[src/inc/msrc_consts.svh]
`ifndef MSRC_CONSTS_SVH
`define MSRC_CONSTS_SVH

// Register byte addresses
`define MSRC_ADDR_SOFT_RESET    8'h00
`define MSRC_ADDR_BYTE_REG8     8'h04
`define MSRC_ADDR_MODE_CTRL     8'h08
`define MSRC_ADDR_STATUS        8'h0C

// Field positions
`define MSRC_SOFT_RESET_BIT     3
`define MSRC_NT_SOFT_BIT        0
`define MSRC_NT_SOFT_EN_BIT     1
`define MSRC_FREF_OUT_EN_BIT    0
`define MSRC_FMT_LSB            1

// Reset values
`define MSRC_SOFT_RESET_RST     8'h00
`define MSRC_BYTE_REG8_RST      8'h00
`define MSRC_MODE_CTRL_RST      8'h00

// Timing
`define MSRC_CLK_MHZ_X100       2048
`define MSRC_RESET_MIN_PERIODS  6
`define MSRC_FRAME_DIV          16'h09FF
`define MSRC_DCL_DIV            4'h4

`endif

[src/inc/msrc_pkg.sv]
package msrc_pkg;
    typedef enum logic [1:0] {
        MSRC_FMT_SHORT,
        MSRC_FMT_LONG,
        MSRC_FMT_GCI,
        MSRC_FMT_TSA
    } msrc_fmt_e;

    typedef enum logic [1:0] {
        MSRC_PORT_NONE,
        MSRC_PORT_SERIAL,
        MSRC_PORT_PARALLEL
    } msrc_port_e;
endpackage

[src/verilog/msrc_reset_sync.sv]
`timescale 1ns/1ps
`include "msrc_consts.svh"

module msrc_reset_sync (
    // Clock and reset
    input  wire logic aclk,
    input  wire logic aresetn,
    input  wire logic ce,
    // Reset sources
    input  wire logic hw_reset_n,
    input  wire logic soft_reset,
    // Combined reset, active high
    output logic      core_reset
);
    logic meta_r;
    logic sync_r;

    always_ff @(posedge aclk) begin
        if (!aresetn) begin
            meta_r <= 1'b0;
            sync_r <= 1'b0;
        end else if (ce) begin
            meta_r <= hw_reset_n;
            sync_r <= meta_r;
        end
    end

    assign core_reset = !sync_r || soft_reset;
endmodule

[src/verilog/msrc_top.sv]
`timescale 1ns/1ps
`include "msrc_consts.svh"

module msrc_top (
    // Clock, reset, enable
    input  wire logic        aclk,
    input  wire logic        aresetn,
    input  wire logic        ce,
    // AXI4-Lite write
    input  wire logic [7:0]  s_axi_awaddr,
    input  wire logic        s_axi_awvalid,
    output logic             s_axi_awready,
    input  wire logic [31:0] s_axi_wdata,
    input  wire logic [3:0]  s_axi_wstrb,
    input  wire logic        s_axi_wvalid,
    output logic             s_axi_wready,
    output logic [1:0]       s_axi_bresp,
    output logic             s_axi_bvalid,
    input  wire logic        s_axi_bready,
    // AXI4-Lite read
    input  wire logic [7:0]  s_axi_araddr,
    input  wire logic        s_axi_arvalid,
    output logic             s_axi_arready,
    output logic [31:0]      s_axi_rdata,
    output logic [1:0]       s_axi_rresp,
    output logic             s_axi_rvalid,
    input  wire logic        s_axi_rready,
    // Straps
    input  wire logic        hw_reset_n,
    input  wire logic        network_or_line_select,
    input  wire logic        host_or_bus_mode_select,
    input  wire logic        parallel_serial_select,
    input  wire logic        master_timing,
    // Mode outputs
    output logic             core_reset,
    output logic             nt_mode,
    output logic             host_mode,
    output logic             parallel_port_en,
    output logic             serial_port_en,
    output logic [1:0]       link_format,
    output logic             line_terminate,
    output logic             wakeup_detect_en,
    // TDM master clocks
    output logic             tdm_data_clock,
    output logic             receive_frame_sync,
    // Frequency reference pin
    input  wire logic        frequency_reference_pin_i,
    output logic             frequency_reference_pin_o,
    output logic             frequency_reference_pin_oe,
    output logic             fref_in_valid
);
    //==========================================================
    // Register state
    logic [7:0]  soft_reset_holder_r;
    logic [7:0]  byte_reg8_r;
    logic [7:0]  mode_ctrl_r;
    logic        aw_got_r;
    logic        w_got_r;
    logic [7:0]  awaddr_r;
    logic [31:0] wdata_r;
    logic [3:0]  wstrb_r;
    logic        wr_fire;
    logic [7:0]  status_w;

    function automatic logic addr_hit(input logic [7:0] a, input logic [7:0] r);
        return a[7:2] == r[7:2];
    endfunction

    function automatic logic addr_known(input logic [7:0] a);
        return addr_hit(a, `MSRC_ADDR_SOFT_RESET) || addr_hit(a, `MSRC_ADDR_BYTE_REG8)
            || addr_hit(a, `MSRC_ADDR_MODE_CTRL) || addr_hit(a, `MSRC_ADDR_STATUS);
    endfunction

    //==========================================================
    // Reset combine
    msrc_reset_sync u_rst (
        .aclk       (aclk),
        .aresetn    (aresetn),
        .ce         (ce),
        .hw_reset_n (hw_reset_n),
        .soft_reset (soft_reset_holder_r[`MSRC_SOFT_RESET_BIT]),
        .core_reset (core_reset)
    );

    //==========================================================
    // AXI write channel
    assign s_axi_awready = ce && !aw_got_r && !s_axi_bvalid;
    assign s_axi_wready  = ce && !w_got_r && !s_axi_bvalid;
    assign wr_fire       = aw_got_r && w_got_r && !s_axi_bvalid;

    always_ff @(posedge aclk) begin
        if (!aresetn) begin
            aw_got_r     <= 1'b0;
            w_got_r      <= 1'b0;
            awaddr_r     <= 8'h00;
            wdata_r      <= 32'h0000_0000;
            wstrb_r      <= 4'h0;
            s_axi_bvalid <= 1'b0;
            s_axi_bresp  <= 2'b00;
        end else if (ce) begin
            if (s_axi_awvalid && s_axi_awready) begin
                aw_got_r <= 1'b1;
                awaddr_r <= s_axi_awaddr;
            end
            if (s_axi_wvalid && s_axi_wready) begin
                w_got_r <= 1'b1;
                wdata_r <= s_axi_wdata;
                wstrb_r <= s_axi_wstrb;
            end
            if (wr_fire) begin
                aw_got_r     <= 1'b0;
                w_got_r      <= 1'b0;
                s_axi_bvalid <= 1'b1;
                s_axi_bresp  <= addr_known(awaddr_r) ? 2'b00 : 2'b10;
            end else if (s_axi_bvalid && s_axi_bready) begin
                s_axi_bvalid <= 1'b0;
            end
        end
    end

    //==========================================================
    // Control registers
    // Soft reset bit survives core reset so software can release it
    always_ff @(posedge aclk) begin
        if (!aresetn) begin
            soft_reset_holder_r <= `MSRC_SOFT_RESET_RST;
        end else if (ce) begin
            if (wr_fire && wstrb_r[0] && addr_hit(awaddr_r, `MSRC_ADDR_SOFT_RESET)) begin
                soft_reset_holder_r <= wdata_r[7:0];
            end
        end
    end

    always_ff @(posedge aclk) begin
        if (!aresetn) begin
            byte_reg8_r <= `MSRC_BYTE_REG8_RST;
            mode_ctrl_r <= `MSRC_MODE_CTRL_RST;
        end else if (ce && core_reset) begin
            byte_reg8_r <= `MSRC_BYTE_REG8_RST;
            mode_ctrl_r <= `MSRC_MODE_CTRL_RST;
        end else if (ce && wr_fire && wstrb_r[0]) begin
            if (addr_hit(awaddr_r, `MSRC_ADDR_BYTE_REG8)) begin
                byte_reg8_r <= wdata_r[7:0];
            end else if (addr_hit(awaddr_r, `MSRC_ADDR_MODE_CTRL)) begin
                mode_ctrl_r <= wdata_r[7:0];
            end
        end
    end

    //==========================================================
    // AXI read channel
    assign s_axi_arready = ce && !s_axi_rvalid;
    assign status_w = {1'b0, fref_in_valid, link_format, parallel_port_en,
                       host_mode, nt_mode, core_reset};

    always_ff @(posedge aclk) begin
        if (!aresetn) begin
            s_axi_rvalid <= 1'b0;
            s_axi_rdata  <= 32'h0000_0000;
            s_axi_rresp  <= 2'b00;
        end else if (ce) begin
            if (s_axi_arvalid && s_axi_arready) begin
                s_axi_rvalid <= 1'b1;
                s_axi_rresp  <= 2'b00;
                if (addr_hit(s_axi_araddr, `MSRC_ADDR_SOFT_RESET)) begin
                    s_axi_rdata <= {24'h00_0000, soft_reset_holder_r};
                end else if (addr_hit(s_axi_araddr, `MSRC_ADDR_BYTE_REG8)) begin
                    s_axi_rdata <= {24'h00_0000, byte_reg8_r};
                end else if (addr_hit(s_axi_araddr, `MSRC_ADDR_MODE_CTRL)) begin
                    s_axi_rdata <= {24'h00_0000, mode_ctrl_r};
                end else if (addr_hit(s_axi_araddr, `MSRC_ADDR_STATUS)) begin
                    s_axi_rdata <= {24'h00_0000, status_w};
                end else begin
                    s_axi_rdata <= 32'h0000_0000;
                    s_axi_rresp <= 2'b10;
                end
            end else if (s_axi_rvalid && s_axi_rready) begin
                s_axi_rvalid <= 1'b0;
            end
        end
    end

    //==========================================================
    // Mode decode
    always_comb begin
        if (byte_reg8_r[`MSRC_NT_SOFT_EN_BIT]) begin
            nt_mode = byte_reg8_r[`MSRC_NT_SOFT_BIT];
        end else begin
            nt_mode = network_or_line_select;
        end
    end

    assign host_mode        = host_or_bus_mode_select;
    // Bus mode forces both ports off by gating with host_mode, whatever the strap
    assign parallel_port_en = host_mode && parallel_serial_select;
    assign serial_port_en   = host_mode && !parallel_serial_select;
    always_comb begin
        if (host_mode) begin
            link_format = mode_ctrl_r[`MSRC_FMT_LSB +: 2];
        end else begin
            link_format = msrc_pkg::MSRC_FMT_GCI;
        end
    end

    assign line_terminate   = core_reset;
    assign wakeup_detect_en = !core_reset;

    //==========================================================
    // Master TDM clocks, halted in reset
    logic [15:0] frame_cnt_r;
    logic [3:0]  dcl_cnt_r;
    logic        clk_run;

    assign clk_run = master_timing && host_mode && !core_reset;

    always_ff @(posedge aclk) begin
        if (!aresetn) begin
            frame_cnt_r        <= 16'h0000;
            dcl_cnt_r          <= 4'h0;
            tdm_data_clock     <= 1'b0;
            receive_frame_sync <= 1'b0;
        end else if (ce) begin
            if (!clk_run) begin
                frame_cnt_r        <= 16'h0000;
                dcl_cnt_r          <= 4'h0;
                tdm_data_clock     <= 1'b0;
                receive_frame_sync <= 1'b0;
            end else begin
                frame_cnt_r <= (frame_cnt_r == `MSRC_FRAME_DIV) ? 16'h0000
                             : frame_cnt_r + 16'h0001;
                receive_frame_sync <= (frame_cnt_r == 16'h0000);
                if (dcl_cnt_r == `MSRC_DCL_DIV) begin
                    dcl_cnt_r      <= 4'h0;
                    tdm_data_clock <= !tdm_data_clock;
                end else begin
                    dcl_cnt_r <= dcl_cnt_r + 4'h1;
                end
            end
        end
    end

    //==========================================================
    // Frequency reference pin direction
    logic fref_meta_r;
    logic fref_sync_r;

    assign frequency_reference_pin_oe = nt_mode && host_mode
                                      && mode_ctrl_r[`MSRC_FREF_OUT_EN_BIT];
    assign frequency_reference_pin_o  = frequency_reference_pin_oe && receive_frame_sync;

    always_ff @(posedge aclk) begin
        if (!aresetn) begin
            fref_meta_r   <= 1'b0;
            fref_sync_r   <= 1'b0;
            fref_in_valid <= 1'b0;
        end else if (ce) begin
            fref_meta_r   <= frequency_reference_pin_i;
            fref_sync_r   <= fref_meta_r;
            fref_in_valid <= !nt_mode && fref_sync_r;
        end
    end
endmodule

[config.mk]
export PLATFORM = sky130hd
export DESIGN_NAME = msrc_top
export DESIGN_NICKNAME = d
export VERILOG_FILES = /design/src/inc/msrc_pkg.sv /design/src/verilog/msrc_reset_sync.sv /design/src/verilog/msrc_top.sv
export VERILOG_INCLUDE_DIRS = /design/src /design/src/inc
export SDC_FILE = /design/constraint.sdc
export NUM_CORES = 1
export LEC_CHECK = 0
export BUFFER_PORTS_ARGS = -buffer_cell sky130_fd_sc_hd__buf_2
export CAP_MARGIN = 0
export CORE_MARGIN = 2
export CORE_UTILIZATION = 42
export DETAILED_ROUTE_END_ITERATION = 12
export HOLD_SLACK_MARGIN = 0.02
export PLACE_DENSITY = 0.7
export SYNTH_ARGS = -nofsm -noshare
export SYNTH_HDL_FRONTEND = slang
export SYNTH_SLANG_ARGS = --single-unit
export TNS_END_PERCENT = 100
[constraint.sdc]
create_clock -name aclk -period 3.8 [get_ports aclk]
set_input_delay 0.19 -clock aclk [delete_from_list [all_inputs] [get_ports aclk]]
set_output_delay 0.19 -clock aclk [all_outputs]
set_load 0.05 [all_outputs]
After elaboration in Yosys (flattened, before gate mapping)
Index checks and enable logic that the tools add are counted.

$add $sub $neg: 2. $mul: 0. Divide/modulo/power cells: 0. Order comparisons: 0. Equal/unequal tests: 9. Shifts and indexed selects: 0. Multiplexer cells: 26. Bitwise operators: 2. Reduce and logical (&&, ||, !) cells: 58.

Operators by type and width (count): 16-bit 2-to-1 mux (2); 1-bit logical AND (25); 6-bit by 2-bit equality test with 1-bit output (second input constant) (4); 8-bit 2-to-1 mux (3); 2-bit AND reduction (11); 16-bit by 1-bit adder with 16-bit output (second input constant) (1); 16-bit by 12-bit equality test with 1-bit output (second input constant) (1); 16-bit logical NOT (1); 6-bit by 1-bit equality test with 1-bit output (second input constant) (2); 6-bit logical NOT (2); 1-bit 2-to-1 mux (12); 2-bit 2-to-1 mux (6); 1-bit logical NOT (9); 4-bit 2-to-1 mux (2); 2-bit nonzero test (4); 7-bit 2-to-1 mux (1); 4-bit by 1-bit adder with 4-bit output (second input constant) (1); 4-bit by 3-bit equality test with 1-bit output (second input constant) (1); 1-bit logical OR (4); 3-bit AND reduction (1); 2-bit by 1-bit inequality test with 1-bit output (second input constant) (1); 1-bit NOT (2); 2-bit OR reduction (1).

Bits in registers: 108. Latch bits: 0. Bits in writable memories: 0. Bits in read-only memories: 0. Input bits: 66. Output and inout port bits: 55. Logic and storage cells: 119. Memories: 0.

Logic depth before layout (Yosys ltp)
Gate-level depths: netlist (run 1).

Word-level depth: 6. Depth in mapped cells: 6. Depth with buffers taken out: 6.

Modules after synthesis
Synthesis (run 1) repeated with hierarchy kept, for this count alone.

Cells, all modules: 444. Area total of the unflattened synthesis: 3860.0 um^2.

By module, submodules not included: msrc_top (times used 1, cells each 437, area an instance 3781.1 um^2, sequential area each 1561.5 um^2); msrc_reset_sync (times used 1, cells each 7, area an instance 78.8 um^2, sequential area each 40.0 um^2).

Worst setup path after synthesis (run 1)
No wires, ideal clock.

Path type: reg2reg. Start: register s_axi_bvalid. End: register wdata_r[0]. Setup time: 0.076 ns. Data arrival time: 2.504 ns. Required time: 3.724 ns. Setup slack: 1.220 ns. Stages on the path, launching flop included: 6. Path buffers: 1. Clock period less this slack: 2.580 ns. Cells stage by stage: dfxtp_1 nor3b_1 and2_1 clkbuf_1 nand2_1 a21boi_0.

Cells in the longest elaborated chain, start to end: 4.

RTL lines: start, declared (line msrc_top.sv:18) `output logic s_axi_bvalid,`; start signal, assigned (line msrc_top.sv:98) `s_axi_bvalid <= 1'b0;`; start signal, assigned (line msrc_top.sv:113) `s_axi_bvalid <= 1'b1;`; start signal, assigned (line msrc_top.sv:116) `s_axi_bvalid <= 1'b0;`; 1-bit logical NOT (line msrc_top.sv:88) `assign s_axi_wready = ce && !w_got_r && !s_axi_bvalid;`; 1-bit logical AND (line msrc_top.sv:88); net s_axi_wready (line msrc_top.sv:16) `output logic s_axi_wready,`; 1-bit logical AND (line msrc_top.sv:105) `if (s_axi_wvalid && s_axi_wready) begin`; 2-bit AND reduction (no source line); end signal, assigned (line msrc_top.sv:107) `wdata_r <= s_axi_wdata;`; end, declared (line msrc_top.sv:60) `logic [31:0] wdata_r;`.

The timed path passes the listed nets, and every way through them passes these cells. A chain may end at the register's enable or synchronous reset.

Final worst setup path (run 1)
Start: register frame_cnt_r[0]. End: register frame_cnt_r[15].

Cells in the longest elaborated chain, start to end: 3. Elaborated cells between the ends (all ways): 4. Classes of those cells: add/sub (1); eq/ne (1); mux (2).

RTL lines: start, declared (line msrc_top.sv:210) `logic [15:0] frame_cnt_r;`; start signal, assigned (line msrc_top.sv:229) `` frame_cnt_r <= (frame_cnt_r == `MSRC_FRAME_DIV) ? 16'h0000 ``; 16-bit by 1-bit adder with 16-bit output / 16-bit by 12-bit equality test with 1-bit output (equally long branches); 16-bit 2-to-1 mux (*) (line msrc_top.sv:229); 16-bit 2-to-1 mux (*) (line msrc_top.sv:223) `if (!clk_run) begin`.

Mark *: on every way between the ends. The rest lies on a longest branch, timed or not.

==> impl_metrics.env, run 1 <==
export IMPL_status="finished clean"
export IMPL_std_cell_rows=34
export IMPL_end_kind="flip-flop"
export IMPL_die_area_sq_um=9853
export IMPL_pwr_share_comb=0.124
export IMPL_finalNetCount=547
export IMPL_leakage_uw=0.001851
export IMPL_start_kind="flip-flop"
export IMPL_grt_max_degree=53
export IMPL_core_sq_um=8763
export IMPL_fin_setup_tns_ps=0
export IMPL_routed_wl_mm=8.171
export IMPL_viasPerCell=5.215
export IMPL_critical_path_max_stage_delay_ps=820
export IMPL_ant_nets=0
export IMPL_ioPinCount=121
export IMPL_period_share=0.6242
export IMPL_postPlaceCellArea_sq_um=4084
export IMPL_ys_seq_area_frac=0.4202
export IMPL_hpwl_mm=5.782
export IMPL_cts_setup_buffers=0
export IMPL_seqPwrFrac=0.484
export IMPL_numCtsBuffers=9
export IMPL_diodes=0
export IMPL_period_minus_slack_ps=2372
export IMPL_maxCapViolCount=0
export IMPL_timing_fmax_mhz=421.6
export IMPL_worst_path_buf_inv=0
export IMPL_power_uw=1798
export IMPL_clock_latency_ps=360
export IMPL_gp_congestion=0.8498
export IMPL_met1_length_mm=3.768
export IMPL_num_vias=3077
export IMPL_clockPowerShare=0.392
export IMPL_p_int_uw=1285
export IMPL_cts_tree="built"
export IMPL_synth_avg_cell_area_sq_um=9.010
export IMPL_synth_warnings=0
export IMPL_arrival_ps=2580
export IMPL_dr_wl_met3_um=398
export IMPL_clkSlewWorstSetupHoldPaths_ps=90
export IMPL_synth_seq_cells=80
export IMPL_grt_pass1_vias=2877
export IMPL_drc=0
export IMPL_finalSetupViolations=0
export IMPL_synthCells=423
export IMPL_fill_cells=833
export IMPL_cts_root_buf="clkbuf_8"
export IMPL_dieWidth_um=99.26
export IMPL_wl_per_cell_um=13.85
export IMPL_path_delay_family="compound AO/OA/AOI/OAI gates"
export IMPL_final_cell_area_sq_um=4310
export IMPL_cts_hold_buf=0
export IMPL_worst_hold_path_type="primary input to flip-flop"
export IMPL_synth_main_ff_cell="dfxtp_1"
export IMPL_htreeDepth=3
export IMPL_tightest_slew_ps=1013
export IMPL_drt_first_iter_violations=170
export IMPL_final_common_cell="dfxtp_1"
export IMPL_highest_layer="met4"
export IMPL_drive_above_1_share=0.1867
export IMPL_synth_edf_count=0
export IMPL_slew_violations=0
export IMPL_p_sw_frac=0.2851
export IMPL_async_flop_share=0
export IMPL_syn_to_final_growth_pct=13.10
export IMPL_clock_skew_ps=12.19
export IMPL_grt_setup_unrepaired="false"
export IMPL_layout_common_cells="dfxtp_1, buf_2, nand2_1, mux2i_1, nor2_1"
export IMPL_first_pass_iters=4
export IMPL_crit_type="flip-flop to flip-flop"
export IMPL_grt_pass1_wl_mm=13.60
export IMPL_grtUsageTotal=0.1721
export IMPL_grt_overflow=0
export IMPL_ir_worst_vdd_uv=184.0
export IMPL_wl_met2_mm=3.823
export IMPL_cts_repair_resized=0
export IMPL_final_cells=590
export IMPL_p_per_area_nw_per_um2=417.1
export IMPL_initial_utilization=0.4349
export IMPL_die_h_um=99.26
export IMPL_cts_path_max_buffers=2
export IMPL_p_switching_uw=512.6
export IMPL_final_core_util=0.4919
export IMPL_slew_headroom=0.3218
export IMPL_hold_viol_final=0
export IMPL_required_ps=4010
export IMPL_multi_input_area_sq_um=1979
export IMPL_yosysUniqueCellTypes=49
export IMPL_path_max_fanout=13
export IMPL_dp_cells=574
export IMPL_crit_chain="ha_1, nand4_1, or2_2, o211ai_1, a22oi_1"
export IMPL_antenna_found_initial=0
export IMPL_io_buffers=63
export IMPL_regArea_sq_um=1602
export IMPL_syn_cell_area_sq_um=3811
export IMPL_slowest_stage="o211ai_1"
export IMPL_clkSinkCount=80
-- routing by layer --
layer  vias up  global-route usage
met5         -                   0
met4         0             0.08535
met3        16             0.02952
met2        90              0.2848
met1      1437              0.2168
li1       1534                   -
-- final cells by class --
cell class | instances | share of cell area
clock inverters | 7 | 0.02380
well taps | 108 | 0.03135
clock buffers | 9 | 0.02874
multi-input cells | 312 | 0.4592
repair buffers | 66 | 0.07837
flip-flops and latches | 80 | 0.3716
inverters | 8 | 0.006967
-- cells in the mapped netlist, types with 6 or more instances --
library cell | count | area, sq um
xor2_1 | 6 | 52.55
inv_1 | 7 | 26.28
mux2i_1 | 34 | 340.3
nor2_1 | 28 | 105.1
and2_1 | 6 | 37.54
dfxtp_1 | 80 | 1602
o2bb2ai_1 | 6 | 52.55
nor4_1 | 6 | 37.54
a21oi_1 | 15 | 75.07
nand4_1 | 11 | 68.82
o211ai_1 | 7 | 52.55
buf_4 | 30 | 225.2
a21boi_0 | 13 | 97.59
nor2b_1 | 25 | 156.4
nand2_1 | 45 | 168.9
clkbuf_1 | 16 | 60.06
o21ai_0 | 9 | 45.04
xnor2_1 | 8 | 70.07
nand3_1 | 11 | 55.05
a31oi_1 | 8 | 50.05
nand2b_1 | 8 | 50.05
-- power groups by stage --
stage          combinational (uW)  clock (uW)  sequential (uW)
2_1_floorplan                 170           0              912
3_3_place_gp                  222           0              889
3_5_place_dp                  224           0              890
4_1_cts                       224         722              870
5_1_grt                       239         761              873
6_report                      223         704              870
-- stage by stage --
| step | setup WS (ps) | hold WS, ps |
|---|---|---|
| 3_5_place_dp | 1451 | 454.5 |
| 6_report | 1428 | 72.46 |
| 3_3_place_gp | 1494 | 448.9 |
| 5_1_grt | 1202 | 68.56 |
| 2_1_floorplan | 1220 | 334.9 |
| 4_1_cts | 1440 | 61.99 |
-- tightest hold or removal path: cells and delay by family --
kind,cells,cell delay (ps)
buffers and inverters,1,90
AOI/OAI and AO/OA,1,60
and+or+nand+nor,1,40
-- logic make-up (layout without fill, tap and decap cells) --
group / count (synthesis) / after routing / share of synthesized area
flip-flops: 80 / 80 / 0.4202
adder cells (fa/ha/maj): 4 / 4 / 0.01313
XOR/XNOR: 14 / 14 / 0.03217
multiplexers: 35 / 35 / 0.09225
other: 1 / 26 / 0.0009840
AND/OR/NAND/NOR: 162 / 162 / 0.2301
buffers and inverters: 56 / 90 / 0.08503
AO/OA/AOI/OAI: 71 / 71 / 0.1261
-- sequential cells by signal, summed over array words and instances (netlist names), 4 cells and up --
name / count
mode_ctrl_r: 8
dcl_cnt_r: 4
awaddr_r: 6
soft_reset_holder_r: 8
wdata_r: 8
s_axi_rdata: 8
byte_reg8_r: 8
frame_cnt_r: 16
-- worst paths after layout --
kind | to | slack (ps) | from | cells after the start
min | wdata_r[2] | 70 | s_axi_wdata[2] | 3
max reg2reg | frame_cnt_r[15] | 1430 | frame_cnt_r[0] | 5
max | frame_cnt_r[15] | 1430 | frame_cnt_r[0] | 5
min reg2reg | tdm_data_clock | 480 | tdm_data_clock | 2
No activity file was read; power rests on OpenSTA's default activity.
==> run 2, diff against run 1 <==
PLACE_DENSITY = 0.72   (was 0.7)
clock period = 1.96 ns   (was 3.8 ns; I/O delays follow)
==> impl_metrics.env, run 2 (synthesis gave the netlist of run 1 again) <==
export IMPL_first_pass_iters=4
export IMPL_ant_nets=0
export IMPL_grt_max_degree=30
export IMPL_htreeDepth=3
export IMPL_diodes=0
export IMPL_clock_skew_ps=8.194
export IMPL_arrival_ps=2080
export IMPL_fin_setup_tns_ps=0
export IMPL_syn_to_final_growth_pct=19.73
export IMPL_leakage_uw=0.001975
export IMPL_initial_utilization=0.4349
export IMPL_tightest_slew_ps=577.3
export IMPL_period_share=0.9245
export IMPL_dieWidth_um=99.26
export IMPL_antenna_found_initial=0
export IMPL_period_minus_slack_ps=1812
export IMPL_critical_path_max_stage_delay_ps=500
export IMPL_drc=0
export IMPL_p_sw_frac=0.2723
export IMPL_grt_overflow=0
export IMPL_holdCritStartpoint="s_axi_awaddr[2]"
export IMPL_routed_wl_mm=8.310
export IMPL_grt_pass1_vias=2853
export IMPL_required_ps=2220
export IMPL_core_sq_um=8763
export IMPL_grtUsageTotal=0.1670
export IMPL_seqPwrFrac=0.489
export IMPL_finalSetupViolations=0
export IMPL_clock_latency_ps=340
export IMPL_p_per_area_nw_per_um2=756.2
export IMPL_maxCapViolCount=0
export IMPL_slew_violations=0
export IMPL_crit_type="flip-flop to flip-flop"
export IMPL_grt_setup_unrepaired="false"
export IMPL_num_vias=3147
export IMPL_wl_per_cell_um=13.45
export IMPL_cts_path_max_buffers=2
export IMPL_gp_congestion=0.8919
export IMPL_clkSinkCount=80
export IMPL_die_h_um=99.26
export IMPL_drt_first_iter_violations=173
export IMPL_end_kind="flip-flop"
export IMPL_path_max_fanout=7
export IMPL_status="finished clean"
export IMPL_hold_viol_final=0
export IMPL_timing_fmax_mhz=551.9
export IMPL_cts_root_buf="clkbuf_8"
export IMPL_numCtsBuffers=9
export IMPL_slew_headroom=0.6143
export IMPL_layout_common_cells="dfxtp_1, buf_2, nand2_1, mux2i_1, nor2_1"
export IMPL_regMostFlops="frame_cnt_r"
export IMPL_start_kind="flip-flop"
export IMPL_cp_startpoint="frame_cnt_r[5]"
export IMPL_p_switching_uw=939.5
export IMPL_worst_hold_path_type="primary input to flip-flop"
export IMPL_ir_worst_vdd_uv=408.7
export IMPL_die_area_sq_um=9853
export IMPL_timing_hold_ws_ps=38.45
export IMPL_p_int_uw=2511
export IMPL_ioPinCount=121
export IMPL_final_common_cell="dfxtp_1"
export IMPL_viasPerCell=5.092
export IMPL_largest_register_ff_count=16
export IMPL_grt_pass1_wl_mm=13.52
export IMPL_finalNetCount=575
export IMPL_hpwl_mm=6.006
export IMPL_pwr_share_comb=0.135
export IMPL_clockPowerShare=0.376
export IMPL_io_buffers=63
export IMPL_slowest_stage="or4_1"
export IMPL_clkSlewWorstSetupHoldPaths_ps=80
export IMPL_rr_startpoint="frame_cnt_r[5]"
export IMPL_drive_above_1_share=0.2020
export IMPL_crit_chain="nand4_4, or3_4, or4_1, a22oi_1"
export IMPL_std_cell_rows=34
export IMPL_cts_tree="built"
[run 2: cell types whose count changed in the layout (fill, tap and decap cells not counted), moves of 2 or more]
| cell | change |
|---|---|
| clkbuf_1 | +2 |
| buf_4 | +12 |
| inv_6 | -2 |
| dlygate4sd3_1 | +15 |
[run 2: worst paths after layout]
path	cells past startpoint	slack, ps	endpoint
max	4	150	frame_cnt_r[15]
min	3	40	awaddr_r[2]
max reg2reg	4	150	frame_cnt_r[15]
min reg2reg	2	480	s_axi_rdata[1]
[run 2: final cells by class]
class | count | area, sq um
clock buffer | 11 | 131.4
clock inverter | 5 | 81.33
fill | 828 | 4200
inverter | 8 | 30.03
multi-input combinational | 312 | 1998
sequential | 80 | 1602
tap | 108 | 135.1
timing repair buffer | 94 | 585.6
[run 2: critical path, delay by kind of cell, from the launching register on]
| family | cells | cell delay, ps |
|---|---|---|
| AO/OA/AOI/OAI | 1 | 160 |
| flip-flops | 1 | 470 |
| AND/OR/NAND/NOR | 3 | 1120 |
[run 2: per-layer routing]
layer,routed length [um],up-vias,global-route usage
li1,-,1593,-
met1,3917,1447,0.2152
met2,3862,90,0.2755
met3,328,17,0.02952
met4,202,0,0.07165
met5,0,-,0
[run 2: timing repair]
action	CTS	global route
gates resized for setup	0	3
hold endpoints to repair	15	0
hold buffers	15	0
setup endpoints to repair	0	4
buffers inserted	0	1
[run 2: stage by stage]
step / total power, uW / util / cells / setup WS, ps / instance area (sq um)
finish: 3451 / 0.5207 / 618 / 148.1 / 4563
global route: 3597 / 0.5207 / 618 / 32.97 / 4563
CTS: 3483 / 0.5190 / 616 / 112.8 / 4548
detailed placement: 2171 / 0.4776 / 585 / 124.7 / 4185
global placement: 2166 / 0.4776 / 585 / 183.4 / 4185
floorplan: 2102 / - / 448 / 113.7 / 3924
[run 2: power groups by stage]
stage | sequential (uW) | clock [uW] | combinational (uW)
after floorplan | 1770 | 0 | 333
after global placement | 1730 | 0 | 440
after detailed placement | 1730 | 0 | 444
after CTS | 1690 | 1330 | 467
after global routing | 1690 | 1410 | 496
final | 1690 | 1300 | 466
